### src/logic/pmcc_pkg.sv
// shared constants, types and carriers of the power mode and clock controller
package pmcc_pkg;

   // clock rate of clk_sys
   localparam int CLK_MHZ = 50;

   // register addresses
   localparam logic [3:0] ADDR_PWR_A     = 4'h0;
   localparam logic [3:0] ADDR_PWR_B     = 4'h1;
   localparam logic [3:0] ADDR_REGU      = 4'h2;
   localparam logic [3:0] ADDR_CLKSEL    = 4'h3;
   localparam logic [3:0] ADDR_PCLK      = 4'h4;
   localparam logic [3:0] ADDR_MODE      = 4'h5;
   localparam logic [3:0] ADDR_IRQ_ST    = 4'h6;
   localparam logic [3:0] ADDR_IRQ_CLR   = 4'h7;
   localparam logic [3:0] ADDR_IRQ_EN    = 4'h8;
   localparam logic [3:0] ADDR_T34_LF    = 4'h9;
   localparam logic [3:0] ADDR_MATCH_V0  = 4'hA;
   localparam logic [3:0] ADDR_MATCH_V1  = 4'hB;
   localparam logic [3:0] ADDR_MATCH_V2  = 4'hC;
   localparam logic [3:0] ADDR_MATCH_M0  = 4'hD;
   localparam logic [3:0] ADDR_MATCH_M1  = 4'hE;
   localparam logic [3:0] ADDR_MATCH_M2  = 4'hF;

   // field positions
   localparam int PWR_A_IDLE_BIT   = 0;
   localparam int PWR_A_STOP_BIT   = 1;
   localparam int PWR_B_SNOOZE_BIT = 0;
   localparam int REGU_SHDN_BIT    = 0;
   localparam int REGU_LOWBIAS_BIT = 1;
   localparam int REGU_RELEASE_BIT = 2;
   localparam int CLKSEL_SRC_LSB   = 0;
   localparam int CLKSEL_DIV_LSB   = 4;
   localparam int MODE_HF_OK_BIT   = 4;
   localparam int MODE_FS_OK_BIT   = 5;
   localparam int MODE_HOLD_BIT    = 6;
   localparam int T34_LF_T3_BIT    = 0;
   localparam int T34_LF_T4_BIT    = 1;
   localparam int PERIPH_T3        = 3;
   localparam int PERIPH_T4        = 4;

   // event bits of the status, clear and enable registers
   localparam int EV_PIN_A    = 0;
   localparam int EV_PIN_B    = 1;
   localparam int EV_MATCH    = 2;
   localparam int EV_TIMER4   = 3;
   localparam int EV_CMP0     = 4;
   localparam int EV_CLU      = 5;
   localparam int EV_WOKE     = 6;
   localparam int EV_REFUSED  = 7;

   // system clock source selection, in field code order
   typedef enum logic [2:0] {
      SRC_HF49, SRC_HF24, SRC_HF49_D15, SRC_HF24_D15,
      SRC_FS10, SRC_FS2P5, SRC_LF80, SRC_EXT
   } pmcc_src_e;

   // power modes
   typedef enum logic [2:0] {
      MODE_NORMAL, MODE_IDLE, MODE_STOP, MODE_SHUTDOWN, MODE_SNOOZE, MODE_WAKE
   } pmcc_mode_e;

   // reset values
   localparam pmcc_src_e  SRC_RST  = SRC_HF24;
   localparam logic [2:0] DIV_RST  = 3'h3;
   localparam logic [7:0] PCLK_RST = 8'h00;
   localparam logic [7:0] EN_RST   = 8'h00;

   // oscillator start-up times and their cycle counts, rounded up
   localparam int HF_SETTLE_NS  = 2000;
   localparam int FS_SETTLE_NS  = 1000;
   localparam int HF_SETTLE_CYC = (HF_SETTLE_NS * CLK_MHZ + 999) / 1000;
   localparam int FS_SETTLE_CYC = (FS_SETTLE_NS * CLK_MHZ + 999) / 1000;

   // one-cycle ticks of each clock source
   typedef struct packed {
      logic hf49;
      logic hf24;
      logic fs10;
      logic fs2p5;
      logic lf;
      logic ext;
   } pmcc_osc_s;

   // wake and interrupt inputs
   typedef struct packed {
      logic        timer4;
      logic        cmp0;
      logic [3:0]  configurable_logic_unit;
      logic        pin_irq_a;
      logic        pin_irq_b;
      logic [23:0] port_pins;
   } pmcc_wake_s;

   // clock enables handed to core and peripherals
   typedef struct packed {
      logic       core;
      logic [7:0] periph;
      logic       t3;
      logic       t4;
   } pmcc_clkout_s;

endpackage

### src/logic/pmcc_top.sv
// power mode and clock controller: modes, wake, clock select, divider, gates
// How it works
// - Writing the idle bit halts the core, peripherals keep clocking, any interrupt resumes.
// - Stop is entered by the stop bit with shutdown-select clear; HF oscillator off, pins held.
// - Stop with shutdown-select set powers the nets down until a reset pin or power-on reset.
// - Snooze is taken only with an HF source selected; it halts clocks and HF and FS oscillators.
// - Snooze ends on timer 4, port match, comparator 0 falling edge or an enabled logic-unit event.
// - In snooze timers 3 and 4 may still tick from the low-frequency oscillator.
// - The regulator sits in low bias during snooze and returns to normal bias on wake.
// - Each peripheral clock is gated off unless software enables it.
// - After reset the system clock is the 24.5 MHz HF output divided by 8.
// - The divider divides the selected source by 1, 2, 4, 8, 16, 32, 64 or 128.
// - The selector picks HF 49 or 24.5, either over 1.5, FS 10 or 2.5, LF 80 kHz or external.
// - Pin hold survives every reset but power-on and is released by software.
// - Two pin interrupts and a 24-pin port match, each with its own request; port match wakes snooze.
`timescale 1ns/1ps
module pmcc_top (
   // clock and power-on reset
   input  wire logic                 clk_sys,
   input  wire logic                 rst_b,
   // other reset sources, synchronous
   input  wire logic                 reset_pin_n,
   input  wire logic                 sys_reset_req,
   // register port
   input  wire logic [3:0]           addr,
   input  wire logic [7:0]           wdata,
   input  wire logic                 wr_stb,
   input  wire logic                 rd_stb,
   output logic      [7:0]           rdata,
   // clock sources and wake inputs
   input  wire pmcc_pkg::pmcc_osc_s  osc_tick,
   input  wire pmcc_pkg::pmcc_wake_s wake_in,
   input  wire logic                 periph_irq,
   // clock enables and power controls
   output pmcc_pkg::pmcc_clkout_s    clk_en,
   output logic                      hf_osc_en,
   output logic                      fs_osc_en,
   output logic                      reg_low_bias,
   output logic                      power_nets_on,
   output logic                      pin_hold,
   // interrupts
   output logic                      irq,
   output logic                      pin_irq_a_req,
   output logic                      pin_irq_b_req,
   output logic                      port_match_req
);
   import pmcc_pkg::*;

   typedef struct packed {
      pmcc_mode_e  mode;
      logic        shdn_sel;
      pmcc_src_e   src;
      logic [2:0]  div;
      logic [7:0]  pclk;
      logic [1:0]  t34_lf;
      logic [7:0]  ev_st;
      logic [7:0]  ev_en;
      logic [23:0] match_val;
      logic [23:0] match_mask;
      logic        hold;
      logic        cmp0_prev;
      logic [1:0]  d15a;
      logic [1:0]  d15b;
      logic [7:0]  rdata;
   } pmcc_state_s;

   localparam pmcc_state_s ST_RST = '{
      mode: MODE_NORMAL, shdn_sel: 1'b0, src: SRC_RST, div: DIV_RST,
      pclk: PCLK_RST, t34_lf: 2'h0, ev_st: 8'h00, ev_en: EN_RST,
      match_val: 24'h000000, match_mask: 24'h000000, hold: 1'b0,
      cmp0_prev: 1'b0, d15a: 2'h0, d15b: 2'h0, rdata: 8'h00};

   pmcc_state_s s_q, s_d;
   logic        src_tick;
   logic        sys_tick;
   logic        hf_ok;
   logic        fs_ok;
   logic        run;
   logic        clk_on;
   logic        match_hit;
   logic        cmp0_fall;
   logic        wake;
   logic        src_is_hf;
   logic [7:0]  ev;
   logic [7:0]  irq_vec;

   // oscillator start-up waits, restarted each time an oscillator is enabled
   // fixed counts stand in for a ready flag the oscillators do not give us
   pmcc_settle #(.CYCLES(HF_SETTLE_CYC)) u_hf_settle (
      .clk_sys (clk_sys),
      .rst_b   (rst_b),
      .en      (hf_osc_en),
      .stable  (hf_ok)
   );

   pmcc_settle #(.CYCLES(FS_SETTLE_CYC)) u_fs_settle (
      .clk_sys (clk_sys),
      .rst_b   (rst_b),
      .en      (fs_osc_en),
      .stable  (fs_ok)
   );

   // source select; the 1.5 taps drop every third HF tick
   // not glitch free: one period may come out short or long after a change
   always_comb begin
      unique case (s_q.src)
         SRC_HF49:     src_tick = osc_tick.hf49;
         SRC_HF24:     src_tick = osc_tick.hf24;
         SRC_HF49_D15: src_tick = osc_tick.hf49 & (s_q.d15a != 2'h2);
         SRC_HF24_D15: src_tick = osc_tick.hf24 & (s_q.d15b != 2'h2);
         SRC_FS10:     src_tick = osc_tick.fs10;
         SRC_FS2P5:    src_tick = osc_tick.fs2p5;
         SRC_LF80:     src_tick = osc_tick.lf;
         SRC_EXT:      src_tick = osc_tick.ext;
      endcase
   end

   pmcc_clk_div u_div (
      .clk_sys  (clk_sys),
      .rst_b    (rst_b),
      .tick_in  (src_tick),
      .div_sel  (s_q.div),
      .tick_out (sys_tick)
   );

   // oscillator and power controls follow the mode
   assign hf_osc_en     = (s_q.mode == MODE_NORMAL) || (s_q.mode == MODE_IDLE) ||
                          (s_q.mode == MODE_WAKE);
   assign fs_osc_en     = hf_osc_en || (s_q.mode == MODE_STOP);
   assign reg_low_bias  = (s_q.mode == MODE_SNOOZE);
   assign power_nets_on = (s_q.mode != MODE_SHUTDOWN);
   assign pin_hold      = s_q.hold;

   // clocks: core only in normal, peripherals in normal and idle
   assign run    = (s_q.mode == MODE_NORMAL);
   assign clk_on = run || (s_q.mode == MODE_IDLE);
   assign clk_en.core   = sys_tick & run;
   assign clk_en.periph = {8{sys_tick & clk_on}} & s_q.pclk;
   // timers 3 and 4 keep their low-frequency tick through snooze
   assign clk_en.t3 = s_q.pclk[PERIPH_T3] &
                      (s_q.t34_lf[T34_LF_T3_BIT] ?
                       osc_tick.lf & (clk_on || s_q.mode == MODE_SNOOZE) :
                       sys_tick & clk_on);
   assign clk_en.t4 = s_q.pclk[PERIPH_T4] &
                      (s_q.t34_lf[T34_LF_T4_BIT] ?
                       osc_tick.lf & (clk_on || s_q.mode == MODE_SNOOZE) :
                       sys_tick & clk_on);

   // event detection
   assign match_hit = |((wake_in.port_pins ^ s_q.match_val) & s_q.match_mask);
   assign cmp0_fall = s_q.cmp0_prev & ~wake_in.cmp0;
   assign src_is_hf = (s_q.src == SRC_HF49) || (s_q.src == SRC_HF24) ||
                      (s_q.src == SRC_HF49_D15) || (s_q.src == SRC_HF24_D15);
   // logic-unit events only wake when their interrupt is enabled
   assign wake = wake_in.timer4 | match_hit | cmp0_fall |
                 ((|wake_in.configurable_logic_unit) & s_q.ev_en[EV_CLU]);

   always_comb begin
      ev              = 8'h00;
      ev[EV_PIN_A]    = wake_in.pin_irq_a;
      ev[EV_PIN_B]    = wake_in.pin_irq_b;
      ev[EV_MATCH]    = match_hit;
      ev[EV_TIMER4]   = wake_in.timer4;
      ev[EV_CMP0]     = cmp0_fall;
      ev[EV_CLU]      = |wake_in.configurable_logic_unit;
      ev[EV_WOKE]     = (s_q.mode == MODE_WAKE) && hf_ok && fs_ok;
      ev[EV_REFUSED]  = run && wr_stb && (addr == ADDR_PWR_B) &&
                        wdata[PWR_B_SNOOZE_BIT] && !src_is_hf;
   end

   // interrupt requests, each gated by its enable
   assign irq_vec        = s_q.ev_st & s_q.ev_en;
   assign irq            = |irq_vec;
   assign pin_irq_a_req  = irq_vec[EV_PIN_A];
   assign pin_irq_b_req  = irq_vec[EV_PIN_B];
   assign port_match_req = irq_vec[EV_MATCH];

   // next state: registers, status, mode machine, soft resets
   always_comb begin
      s_d           = s_q;
      s_d.rdata     = 8'h00;
      s_d.cmp0_prev = wake_in.cmp0;
      if (osc_tick.hf49) begin
         s_d.d15a = (s_q.d15a == 2'h2) ? 2'h0 : s_q.d15a + 2'h1;
      end
      if (osc_tick.hf24) begin
         s_d.d15b = (s_q.d15b == 2'h2) ? 2'h0 : s_q.d15b + 2'h1;
      end

      // sticky status: a new event beats a clear in the same cycle
      // so an event in the clearing cycle is never lost to software
      s_d.ev_st = s_q.ev_st;
      if (run && wr_stb && addr == ADDR_IRQ_CLR) begin
         s_d.ev_st = s_q.ev_st & ~wdata;
      end
      s_d.ev_st = s_d.ev_st | ev;

      // the bus only acts while the core runs
      // a halted core cannot issue accesses, so stray strobes are dropped
      if (run && wr_stb) begin
         unique case (addr)
            ADDR_REGU: begin
               s_d.shdn_sel = wdata[REGU_SHDN_BIT];
               if (wdata[REGU_RELEASE_BIT]) begin
                  s_d.hold = 1'b0;
               end
            end
            ADDR_CLKSEL: begin
               s_d.src = pmcc_src_e'(wdata[CLKSEL_SRC_LSB +: 3]);
               s_d.div = wdata[CLKSEL_DIV_LSB +: 3];
            end
            ADDR_PCLK:     s_d.pclk = wdata;
            ADDR_IRQ_EN:   s_d.ev_en = wdata;
            ADDR_T34_LF:   s_d.t34_lf = wdata[1:0];
            ADDR_MATCH_V0: s_d.match_val[7:0] = wdata;
            ADDR_MATCH_V1: s_d.match_val[15:8] = wdata;
            ADDR_MATCH_V2: s_d.match_val[23:16] = wdata;
            ADDR_MATCH_M0: s_d.match_mask[7:0] = wdata;
            ADDR_MATCH_M1: s_d.match_mask[15:8] = wdata;
            ADDR_MATCH_M2: s_d.match_mask[23:16] = wdata;
            default: ;
         endcase
      end

      // read data stand in the cycle after the strobe only
      if (run && rd_stb) begin
         unique case (addr)
            ADDR_REGU:     s_d.rdata = {5'h00, 1'b0, reg_low_bias, s_q.shdn_sel};
            ADDR_CLKSEL:   s_d.rdata = {1'b0, s_q.div, 1'b0, s_q.src};
            ADDR_PCLK:     s_d.rdata = s_q.pclk;
            ADDR_MODE:     s_d.rdata = {1'b0, s_q.hold, fs_ok, hf_ok, 1'b0, s_q.mode};
            ADDR_IRQ_ST:   s_d.rdata = s_q.ev_st;
            ADDR_IRQ_EN:   s_d.rdata = s_q.ev_en;
            ADDR_T34_LF:   s_d.rdata = {6'h00, s_q.t34_lf};
            ADDR_MATCH_V0: s_d.rdata = s_q.match_val[7:0];
            ADDR_MATCH_V1: s_d.rdata = s_q.match_val[15:8];
            ADDR_MATCH_V2: s_d.rdata = s_q.match_val[23:16];
            ADDR_MATCH_M0: s_d.rdata = s_q.match_mask[7:0];
            ADDR_MATCH_M1: s_d.rdata = s_q.match_mask[15:8];
            ADDR_MATCH_M2: s_d.rdata = s_q.match_mask[23:16];
            default:       s_d.rdata = 8'h00;
         endcase
      end

      // mode machine
      unique case (s_q.mode)
         MODE_NORMAL: begin
            if (wr_stb && addr == ADDR_PWR_A && wdata[PWR_A_IDLE_BIT]) begin
               s_d.mode = MODE_IDLE;
            end else if (wr_stb && addr == ADDR_PWR_A && wdata[PWR_A_STOP_BIT]) begin
               // shutdown-select must already be set or clear from an earlier write
               s_d.mode = s_q.shdn_sel ? MODE_SHUTDOWN : MODE_STOP;
               // pins freeze on entry to either stop flavour
               s_d.hold = 1'b1;
            end else if (wr_stb && addr == ADDR_PWR_B && wdata[PWR_B_SNOOZE_BIT] &&
                         src_is_hf) begin
               s_d.mode = MODE_SNOOZE;
            end
         end
         MODE_IDLE: begin
            // periph_irq covers interrupts this block does not collect
            if (irq || periph_irq) begin
               s_d.mode = MODE_NORMAL;
            end
         end
         MODE_SNOOZE: begin
            if (wake) begin
               s_d.mode = MODE_WAKE;
            end
         end
         MODE_WAKE: begin
            // peripherals stay gated as well until both oscillators are stable
            if (hf_ok && fs_ok) begin
               s_d.mode = MODE_NORMAL;
            end
         end
         // stop and shutdown leave only through a reset below
         MODE_STOP:     ;
         MODE_SHUTDOWN: ;
         default:       s_d.mode = MODE_NORMAL;
      endcase

      // pin reset always, other sources except out of shutdown; hold survives
      if (!reset_pin_n || (sys_reset_req && s_q.mode != MODE_SHUTDOWN)) begin
         s_d      = ST_RST;
         s_d.hold = s_q.hold;
      end
   end

   always_ff @(posedge clk_sys or negedge rst_b) begin
      if (!rst_b) begin
         // power-on is the only source that also drops pin hold
         s_q <= ST_RST;
      end else begin
         s_q <= s_d;
      end
   end

   assign rdata = s_q.rdata;
endmodule

### src/logic/pmcc_settle.sv
// oscillator start-up wait: stable rises a fixed count after enable
`timescale 1ns/1ps
module pmcc_settle #(
   parameter int CYCLES = 100
) (
   // clock and reset
   input  wire logic clk_sys,
   input  wire logic rst_b,
   // oscillator control
   input  wire logic en,
   output logic      stable
);
   typedef struct packed {
      logic [11:0] cnt;
      logic        stable;
   } pmcc_settle_s;

   pmcc_settle_s s_q, s_d;

   // count up while enabled; any drop restarts the wait
   always_comb begin
      s_d = s_q;
      if (!en) begin
         s_d = '0;
      end else if (!s_q.stable) begin
         if (s_q.cnt == 12'(CYCLES - 1)) begin
            s_d.stable = 1'b1;
         end else begin
            s_d.cnt = s_q.cnt + 12'h001;
         end
      end
   end

   always_ff @(posedge clk_sys or negedge rst_b) begin
      if (!rst_b) begin
         s_q <= '0;
      end else begin
         s_q <= s_d;
      end
   end

   assign stable = s_q.stable;
endmodule

### src/logic/pmcc_clk_div.sv
// system clock divider: passes one of every 2^sel source ticks
`timescale 1ns/1ps
module pmcc_clk_div (
   // clock and reset
   input  wire logic       clk_sys,
   input  wire logic       rst_b,
   // source ticks and setting
   input  wire logic       tick_in,
   input  wire logic [2:0] div_sel,
   output logic            tick_out
);
   typedef struct packed {
      logic [6:0] cnt;
      logic       tick;
   } pmcc_div_s;

   pmcc_div_s  s_q, s_d;
   logic [6:0] lim;

   // limit is 2^sel - 1, so sel 0..7 divides by 1..128
   assign lim = 7'((8'h01 << div_sel) - 8'h01);

   always_comb begin
      s_d      = s_q;
      s_d.tick = 1'b0;
      if (tick_in) begin
         if (s_q.cnt >= lim) begin
            s_d.cnt  = 7'h00;
            s_d.tick = 1'b1;
         end else begin
            s_d.cnt = s_q.cnt + 7'h01;
         end
      end
   end

   always_ff @(posedge clk_sys or negedge rst_b) begin
      if (!rst_b) begin
         s_q <= '0;
      end else begin
         s_q <= s_d;
      end
   end

   assign tick_out = s_q.tick;
endmodule

### config.mk
export PLATFORM = sky130hd
export DESIGN_NAME = pmcc_top
export DESIGN_NICKNAME = d
export VERILOG_FILES = /design/src/logic/pmcc_pkg.sv /design/src/logic/pmcc_top.sv /design/src/logic/pmcc_settle.sv /design/src/logic/pmcc_clk_div.sv
export SDC_FILE = /design/constraint.sdc
export NUM_CORES = 1
export LEC_CHECK = 0
export ABC_AREA = 1
export BUFFER_PORTS_ARGS = -buffer_cell sky130_fd_sc_hd__buf_2
export CAP_MARGIN = 15
export CELL_PAD_IN_SITES_DETAIL_PLACEMENT = 1
export CELL_PAD_IN_SITES_GLOBAL_PLACEMENT = 1
export CORE_UTILIZATION = 47
export CTS_CLUSTER_SIZE = 16
export DETAILED_ROUTE_END_ITERATION = 12
export GPL_TIMING_DRIVEN = 0
export PLACE_DENSITY_LB_ADDON = 0.08
export SLEW_MARGIN = 20
export SYNTH_ARGS = -nofsm -noshare
export SYNTH_HDL_FRONTEND = slang
export SYNTH_SLANG_ARGS = --single-unit
export TNS_END_PERCENT = 50
### constraint.sdc
create_clock -name clk_sys -period 3.4 [get_ports clk_sys]
set_clock_uncertainty 0.1 [all_clocks]
set_input_delay 0.51 -clock clk_sys [delete_from_list [all_inputs] [get_ports clk_sys]]
set_output_delay 0.51 -clock clk_sys [all_outputs]
set_load 0.005 [all_outputs]
==> results of run 1 <==
## critical path, delay by kind of cell, from the launching register on
| kind | cells | cell delay [ps] |
|---|---|---|
| AND/OR/NAND/NOR | 1 | 750 |
| AO/OA/AOI/OAI | 2 | 600 |
| flip-flops | 1 | 450 |
| buffers and inverters | 1 | 140 |
## area by class of cell
class                           count  area (um2)
Fill cell                        2004        6590
Sequential cell                   132        3310
Tap cell                          211         264
Multi-Input combinational cell    677        3360
Clock inverter                      9         129
Clock buffer                       22         464
Buffer                             19         124
Timing Repair Buffer               86         468
Inverter                          163         612
## flip-flops by register name (all words and copies together) (netlist names)
register and count:
s_q 89, u_fs_settle.s_q 12, u_hf_settle.s_q 12, rdata 8, u_div.s_q 7, pin_hold 1, u_div.tick_out 1, u_fs_settle.stable 1
u_hf_settle.stable 1
## per-layer routing
layer | vias to the layer above | global-route usage, %
met2 | 233 | 54.7
met3 | 55 | 6.91
li1 | 3441 | -
met5 | - | 0
met4 | 0 | 14.6
met1 | 3597 | 43.7
## power by group
part           switching [mW]  internal, mW  total [mW]
logic                   0.582         0.273       0.855
registers               0.145          1.71        1.86
clock network           0.704          1.18        1.89
total                    1.43          3.17        4.60
## Yosys cell counts (4+ instances only)
cell type	number	area share, %
nor2_1	84	4.3
o21ai_1	24	1.6
a21oi_1	30	2.0
nand3_1	51	3.4
buf_4	8	0.81
o31ai_1	7	0.71
inv_1	150	7.6
nor3_1	13	0.88
buf_2	6	0.41
nand2_1	265	13
xor2_1	10	1.2
dfrtp_1	129	44
a21oi_2	7	0.83
nand2_2	4	0.34
ha_1	11	1.9
o2111ai_1	4	0.47
nor4_1	4	0.34
nor2_2	4	0.34
nand4_1	22	1.9
o22ai_1	24	2.0
o21ai_0	78	5.3
o32ai_1	4	0.47
inv_2	13	0.66
## cell usage in the layout (no fill, tap or decap), drive strengths merged, types with 2 or more instances in the layout
cell,synthesis,final
o31ai,7,7
a22o,2,2
a211oi,2,2
o211ai,3,3
nor2,89,89
nor4,4,4
nand4,22,22
dfrtp,129,129
dfstp,3,3
clkinvlp,0,2
a31oi,2,2
o22ai,24,24
o32ai,4,4
clkinv,0,4
a21oi,39,39
nand2,269,269
clkbuf,3,25
inv,163,163
bufinv,0,3
o2111ai,4,4
nor3,17,17
nand3,54,54
o21ai,103,103
buf,16,101
ha,11,11
xor2,10,10
## cells by family after synthesis
logic type / synth area share, %
AO/OA/AOI/OAI: 15.8
XOR/XNOR: 1.30
AND/OR/NAND/NOR: 26.5
adder cells (fa/ha/maj): 1.86
flip-flops: 44.7
buffers and inverters: 9.94
## stage by stage
step | hold slack [ps] | setup TNS (ps) | power [mW]
after floorplan | 114 | 0 | 2.40
after detailed placement | 349 | 0 | 2.72
after global placement | 366 | -19470 | 2.67
after CTS | 214 | 0 | 4.62
after global routing | 226 | 0 | 4.84
final | 220 | 0 | 4.60
## worst min path at each step
stage / endpoint / slack (ps)
2_1_floorplan: pin_hold$_DFFE_PN0P_ / 110
3_3_place_gp: s_q[30]$_DFFE_PN0P_ / 370
3_5_place_dp: u_fs_settle.s_q[3]$_DFFE_PN0P_ / 350
4_1_cts: s_q[12]$_DFF_PN0_ / 210
5_1_grt: s_q[70]$_DFF_PN0_ / 230
6_report: s_q[12]$_DFF_PN0_ / 220
==> flow_summary.toml, run 1 <==
[sta]
setup_ws_ps = 415
finalCritPeriodShare_pct = 87.8
period_minus_slack_ps = 2980
relSlewSlack_pct = 40.0
hold_viol = 0
setup_viol = 0
rsz0062_at_grt = "false"
drv_slew = 0
fmax_ghz = 0.335
tightest_slew_ps = 893

[logic_synthesis]
syn_area_um2 = 7400
avgSynthCellArea_um2 = 7.47
dominantRegCellSynth = "dfrtp_1"
synthCells = 991
synth_fp_nets = 1059
synth.distinct_cells = 47
async_reset_ff_share_pct = 100
synth_edf_count = 0
ys_ff_latch = 132
synth_warnings = 0
synth.yosys.seq_area_share_pct = 44.7

[routing]
ant_nets = 0
top_layer_used = "met4"
wl_met3_mm = 1.58
wl_met2_mm = 12.3
drt-total-wl_mm = 25.5
post_drt_wl_per_cell_um = 19.3
drc_errors = 0
num_vias = 7326
wl_met1_mm = 10.9
drtPass1Iterations = 5
viasPerCell = 5.55
drt_iter0_markers = 395

[critical_path]
cp_slowest_cell = "nor3_1"
r2r_start = "s_q[97]$_DFFE_PN0P_"
critPathCapture = "clk_en[1]"
cp.required_ps = 2790
worstSetupStartpointType = "flop"
startpoint = "s_q[95]$_DFFE_PN0P_"
r2r_setup_slack_ps = 1050
crit_arrival_ps = 2370
r2r-end = "pin_hold$_DFFE_PN0P_"
path_cells = "nor3_1 -> o21ai_0 -> a21oi_1 -> buf_2"
critPathMaxFanout = 6
cp_slowest_stage_delay_ps = 750
criticalPathCategory = "reg2out"
reg2reg_depth = 10
end_kind = "output pin"

[cts]
holdBufCountCts = 1
clock-sinks = 132
ctsRootBufferMaster = "clkbuf_16"
cts_tree = "done"
post_cts_buffers = 0
clk-insertion-delay-late_ps = 440
cts_buffer_depth = 2
cts.repair.resized = 0
cts_buffers = 17
path_clk_slew_ps = 60
cts_max_level = 4

[layout]
diodes = 0
drive_gt1_share_pct = 15.6
final_area_um2 = 8730
fin_cells = 1319
synthToLayoutAreaGrowth_pct = 17.9
fin_util_pct = 57.0
layout.nets = 1164

[placed_design]
gp_congestion = 0.913
pre_cts_slack_ps = 947
placed_area_um2 = 8130
placedCellCount = 1287
port_buffers = 84
dp_hpwl_mm = 18.7

[hold_path]
hp-class = "in2reg"
hold_depth = 3
worstHoldStart = "wake_in[30]"

[floorplanning]
fp.dieW_um = 128
dieArea_um2 = 16300
rows = 45
start_util_pct = 48.3
core-area_um2 = 15300
boundaryPins = 85
die_h_um = 128

[global_routing]
groute.usage.overall_pct = 33.7
grt_pass1_wl_mm = 40.6
antenna_found_initial = 0
grt_pass1_vias = 7440
grt_overflow = 0
grt_max_degree = 81

[pwr]
power_density_nw_per_um2 = 527
vdd_drop_max_mv = 0.384
leakagePower_nw = 4.30

[run_status]
status = "completed"

[run]
cap_viol_max_count = 0
Power figures use the tool's default switching activity.
==> run 2, diff against run 1 <==
ABC_AREA = unset   (was 1)
CORE_UTILIZATION = 49   (was 47)
==> run 2 against run 1 <==
Against the previous run: final cell count shrank 14%; global-route usage up 3.8 points; setup slack gained 78 ps; utilization up 1.5 points; register-to-register slack lost 560 ps; flip-flop and latch count did not move; critical path depth increased by 1; non-clock buffer count increased by 33; sequential share of layout area fell by 0.68 points.
==> flow_summary.toml, run 2 <==
[run_status]
status = "completed"

[pwr]
vdd_drop_max_mv = 0.440
comb_power_share_pct = 18.5
seq_power_share_pct = 40.3
internal_power_mw = 3.24
power_density_nw_per_um2 = 526
p_clk_share_pct = 41.2
leakagePower_nw = 3.90
swShare_pct = 30.6
power_switching_mw = 1.43

[floorplanning]
die_h_um = 127
core-area_um2 = 15200
boundaryPins = 85
start_util_pct = 50.1
rows = 45
dieArea_um2 = 16000
fp.dieW_um = 127

[global_routing]
grt_overflow = 0
grt_pass1_vias = 7570
grt_pass1_wl_mm = 44.2
antenna_found_initial = 0
grt_max_degree = 72
groute.usage.overall_pct = 37.5

[cts]
cts_buffer_depth = 2
clk-insertion-delay-late_ps = 430
ctsRootBufferMaster = "clkbuf_16"
clock-sinks = 132
cts_max_level = 4
cts_tree = "done"
cts_buffers = 17
path_clk_slew_ps = 60

[sta]
setup_viol = 0
period_minus_slack_ps = 2910
fmax_ghz = 0.344
hold_viol = 0
drv_slew = 0
finalCritPeriodShare_pct = 85.5
tightest_slew_ps = 976
rsz0062_at_grt = "false"
finalSetupTns_ps = 0
relSlewSlack_pct = 34.8

[critical_path]
reg2reg_depth = 9
cp.buffers_inverters = 2
r2r_start = "s_q[90]$_DFFE_PN0P_"
cp_slowest_cell = "nor3b_1"
worstSetupStartpointType = "flop"
path_cells = "buf_4 -> nor3b_1 -> mux2i_1 -> nor2b_1 -> buf_2"
criticalPathCategory = "reg2out"
critPathMaxFanout = 10
r2r_setup_slack_ps = 490
crit_arrival_ps = 2300
cp_slowest_stage_delay_ps = 790
cp.required_ps = 2790
end_kind = "output pin"
crit_family = "simple AND/OR/NAND/NOR gates"
r2r-end = "u_div.s_q[1]$_DFFE_PN0P_"

[layout]
largest_reg_flops = 89
top_register = "s_q"
diodes = 0
layout.nets = 1003
fin_util_pct = 58.5
final_common_cell = "dfrtp_1"
drive_gt1_share_pct = 18.2
synthToLayoutAreaGrowth_pct = 16.7
layout_common_cells = "dfrtp_1, nand2_1, buf_2, nor2_1, a21oi_1"
largestRegisters = "s_q x89, u_fs_settle.s_q x12, u_hf_settle.s_q x12"

[logic_synthesis]
ys_top_cells_by_count = "dfrtp_1, nand2_1, nor2_1, a21oi_1, mux2i_1"
async_reset_ff_share_pct = 100
synth.distinct_cells = 76
synth_top_cell_area_share_pct = 42.4
yosysMostFrequentCell = "dfrtp_1"
synth.yosys.seq_area_share_pct = 43.4
avgSynthCellArea_um2 = 9.09
synthCells = 838
synth_top_cells_by_area = "dfrtp_1, nand2_1, mux2i_1, a21oi_1, xor2_1"
synth_warnings = 0
synth_fp_nets = 906
synth_largest_area_cell = "dfrtp_1"
dominantRegCellSynth = "dfrtp_1"
ys_ff_latch = 132
synth_edf_count = 0
syn_area_um2 = 7620

[routing]
ant_nets = 0
drtPass1Iterations = 7
drc_errors = 0
drt_iter0_markers = 602
drt-total-wl_mm = 28.6
num_vias = 7112
viasPerCell = 6.27
post_drt_wl_per_cell_um = 25.3

[hold_path]
hold_depth = 3
hp-class = "in2reg"
worstHoldStart = "wake_in[25]"
hold_path_end = "s_q[70]$_DFF_PN0_"

[run]
cap_viol_max_count = 0

[placed_design]
port_buffers = 76
dp_hpwl_mm = 20.7
gp_congestion = 0.967
run 2: repair_timing:
action,in CTS,in global routing
hold buffers,1,0
buffers inserted,0,0
gates resized for setup,0,0
hold endpoints to repair,61,0
run 2: area by class of cell:
type / count / area, um2
clock buffer: 21 / 480
buffer: 60 / 305
clock inverter: 9 / 128
sequential: 132 / 3310
fill: 1777 / 6310
tap: 188 / 235
inverter: 14 / 52.6
multi-input combinational: 632 / 3950
timing repair buffer: 78 / 428
run 2: routing by layer:
| layer | track usage, % | vias up | wire [um] |
|---|---|---|---|
| met3 | 7.25 | 84 | 1840 |
| met4 | 19.1 | 0 | 1330 |
| met2 | 63.2 | 298 | 13900 |
| met1 | 46.0 | 3591 | 11500 |
| met5 | 0 | - | 0 |
| li1 | - | 3139 | - |
run 2: how the worst max path moves through the flow:
stage | start | to | cells past startpoint
final | s_q[96]$_DFFE_PN0P_ | clk_en[1] | 5
after global routing | s_q[90]$_DFFE_PN0P_ | u_div.s_q[3]$_DFFE_PN0P_ | 9
after CTS | s_q[96]$_DFFE_PN0P_ | clk_en[1] | 5
after detailed placement | s_q[90]$_DFFE_PN0P_ | u_div.s_q[7]$_DFFE_PN0P_ | 9
after global placement | rst_b | s_q[51]$_DFFE_PN0P_ | 1
after floorplan | s_q[90]$_DFFE_PN0P_ | u_div.s_q[3]$_DFFE_PN0P_ | 9
run 2: cell families after synthesis:
logic type	synth area share [%]
XOR/XNOR	5.06
multiplexers	7.80
AND/OR/NAND/NOR	23.0
buffers and inverters	4.70
flip-flops	43.4
AO/OA/AOI/OAI	14.2
adder cells (fa/ha/maj)	1.81
run 2: stage by stage:
step | hold slack, ps | cells | setup slack (ps) | instance area, um2 | power, mW
6_report | 214 | 1134 | 493 | 8890 | 4.68
5_1_grt | 239 | 1134 | 350 | 8890 | 4.85
4_1_cts | 204 | 1134 | 482 | 8890 | 4.69
3_5_place_dp | 382 | 1103 | 628 | 8270 | 2.73
3_3_place_gp | 424 | 1102 | -43.5 | 8230 | 2.65
2_1_floorplan | 114 | 838 | 1050 | 7620 | 2.40
run 2: power groups by stage:
stage | Clock (mW) | Combinational (mW) | Sequential [mW]
2_1_floorplan | 0 | 0.546 | 1.85
3_3_place_gp | 0 | 0.763 | 1.89
3_5_place_dp | 0 | 0.832 | 1.90
4_1_cts | 1.94 | 0.865 | 1.88
5_1_grt | 1.99 | 0.959 | 1.91
6_report | 1.93 | 0.864 | 1.88
run 2: worst reg2reg max path, cell delays in order (launching register included):
cell	delay, ps
dfrtp_1	360
clkbuf_1	240
or3_1	440
ha_1	290
nand2b_1	110
a21o_1	120
a21oi_1	70
o21a_1	240
o21ai_1	560
o21ai_0	220
==> run 3, diff against run 2 <==
CORE_UTILIZATION = 45   (was 49)
clock period = 2.82 ns   (was 3.4 ns; I/O delays follow)
==> run 3 against run 2 <==
Against the previous run: utilization fell by 4.8 points; combinational power rose by 18%; sequential power rose by 21%; final cell count rose by 3.0%; setup slack got worse by 320 ps; sequential share of layout area fell by 0.058 points; global-route usage fell by 3.5 points; design area rose by 0.15%; routed wire length fell by 0.46%; non-clock buffer count did not move; count of clock-buffer cells in the layout fell by 1; largest power group is now registers.
==> flow_summary.toml, run 3 (synthesis gave the netlist of run 2 again) <==
[run_status]
status = "completed"

[routing]
top_layer_used = "met5"
wl_met2_mm = 14.0
num_vias = 6976
post_drt_wl_per_cell_um = 24.4
viasPerCell = 5.97
drt-total-wl_mm = 28.5
drtPass1Iterations = 6
wl_met3_mm = 1.30
drt_iter0_markers = 441
wl_met1_mm = 12.0
drc_errors = 0
ant_nets = 0

[critical_path]
criticalPathCategory = "reg2reg"
cp.required_ps = 3050
worstSetupStartpointType = "flop"
crit_arrival_ps = 2880
end_kind = "flop"
path_cells = "clkbuf_1 -> or3_1 -> ha_1 -> nand2b_1 -> a21o_1 -> a21oi_1 -> o21a_1 -> o21ai_2 -> o31ai_1"
critPathMaxFanout = 9
cp_slowest_cell = "or3_1"
cp_slowest_stage_delay_ps = 430

[sta]
finalCritPeriodShare_pct = 94.0
finalSetupTns_ps = 0
relSlewSlack_pct = 38.4
hold_viol = 0
drv_slew = 0
setup_viol = 0
tightest_slew_ps = 924
fmax_ghz = 0.377
period_minus_slack_ps = 2650
rsz0062_at_grt = "false"

[floorplanning]
core-area_um2 = 16600
start_util_pct = 45.9
rows = 47
die_h_um = 132
dieArea_um2 = 17500
boundaryPins = 85
fp.dieW_um = 132

[layout]
largest_reg_flops = 89
drive_gt1_share_pct = 18.5
largestRegisters = "s_q x89, u_fs_settle.s_q x12, u_hf_settle.s_q x12"
layout.nets = 1003
top_register = "s_q"
layout_common_cells = "dfrtp_1, nand2_1, buf_2, nor2_1, a21oi_1"
final_common_cell = "dfrtp_1"
synthToLayoutAreaGrowth_pct = 16.9

[pwr]
vdd_drop_max_mv = 0.438
leakagePower_nw = 3.89
power_density_nw_per_um2 = 613
total_power_mw = 5.46

[run]
cap_viol_max_count = 0

[placed_design]
gp_congestion = 0.979
dp_hpwl_mm = 20.7
port_buffers = 76

[global_routing]
grt_overflow = 0
groute.usage.overall_pct = 34.0
grt_pass1_vias = 7478
grt_max_degree = 68
antenna_found_initial = 2
grt_pass1_wl_mm = 44.0

[cts]
cts_buffers = 17
clock-sinks = 132
cts_max_level = 4
cts_buffer_depth = 2
cts_tree = "done"
post_cts_buffers = 0
path_clk_slew_ps = 60
clk-insertion-delay-late_ps = 430
ctsRootBufferMaster = "clkbuf_16"

[hold_path]
hp-class = "in2reg"
## run 3: worst paths after layout
kind | startpoint | to | slack [ps] | cells past startpoint
max in group asynchronous | rst_b | s_q[88]$_DFFE_PN1P_ | 1440 | 3
min in group asynchronous | rst_b | u_hf_settle.s_q[6]$_DFFE_PN0P_ | 410 | 2
hold / removal | wake_in[30] | s_q[12]$_DFF_PN0_ | 110 | 2
setup / recovery | s_q[90]$_DFFE_PN0P_ | u_div.s_q[2]$_DFFE_PN0P_ | 170 | 9
hold reg to reg | u_div.s_q[1]$_DFFE_PN0P_ | u_div.s_q[1]$_DFFE_PN0P_ | 450 | 2
setup reg to reg | s_q[90]$_DFFE_PN0P_ | u_div.s_q[2]$_DFFE_PN0P_ | 170 | 9
## run 3: per-layer routing
layer | GRT usage [%] | vias up
met5 | 0 | -
met4 | 16.9 | 2
met3 | 5.77 | 82
met2 | 56.6 | 249
met1 | 42.9 | 3513
li1 | - | 3130
## run 3: critical path: cells and delay by family, from the launching register on
family                   cells  cell delay (ps)
buffers and inverters        1              220
AO/OA/AOI/OAI                5             1010
AND/OR/NAND/NOR              2              570
adder cells (fa/ha/maj)      1              290
flip-flops                   1              360
## run 3: what timing repair did
item,in CTS,in global routing
hold endpoints to repair,65,0
resized for setup,1,1
hold buffers,1,0
setup endpoints to repair,1,8
## run 3: report_power, final
| group | switching [mW] | internal, mW |
|---|---|---|
| clock | 0.898 | 1.28 |
| sequential | 0.207 | 2.06 |
| combinational | 0.635 | 0.381 |
## run 3: cell type report
class / instances / area, um2
well taps: 220 / 275
repair buffers: 78 / 428
multi-input cells: 632 / 3960
plain buffers: 60 / 305
fillers: 1997 / 7680
diodes: 1 / 2.50
clock inverters: 11 / 104
clock buffers: 20 / 467
flip-flops and latches: 132 / 3310
inverters: 14 / 52.6
## run 3: per-stage QoR
step	utilization, %	worst slack (ps)	hold WS, ps	instance area (um2)	instances
6_report	53.7	168	110	8900	1168
2_1_floorplan	-	471	27.4	7620	838
3_5_place_dp	50.1	108	310	8310	1135
5_1_grt	53.7	22.6	112	8900	1167
3_3_place_gp	49.9	-587	425	8270	1134
4_1_cts	53.6	84.7	105	8900	1167
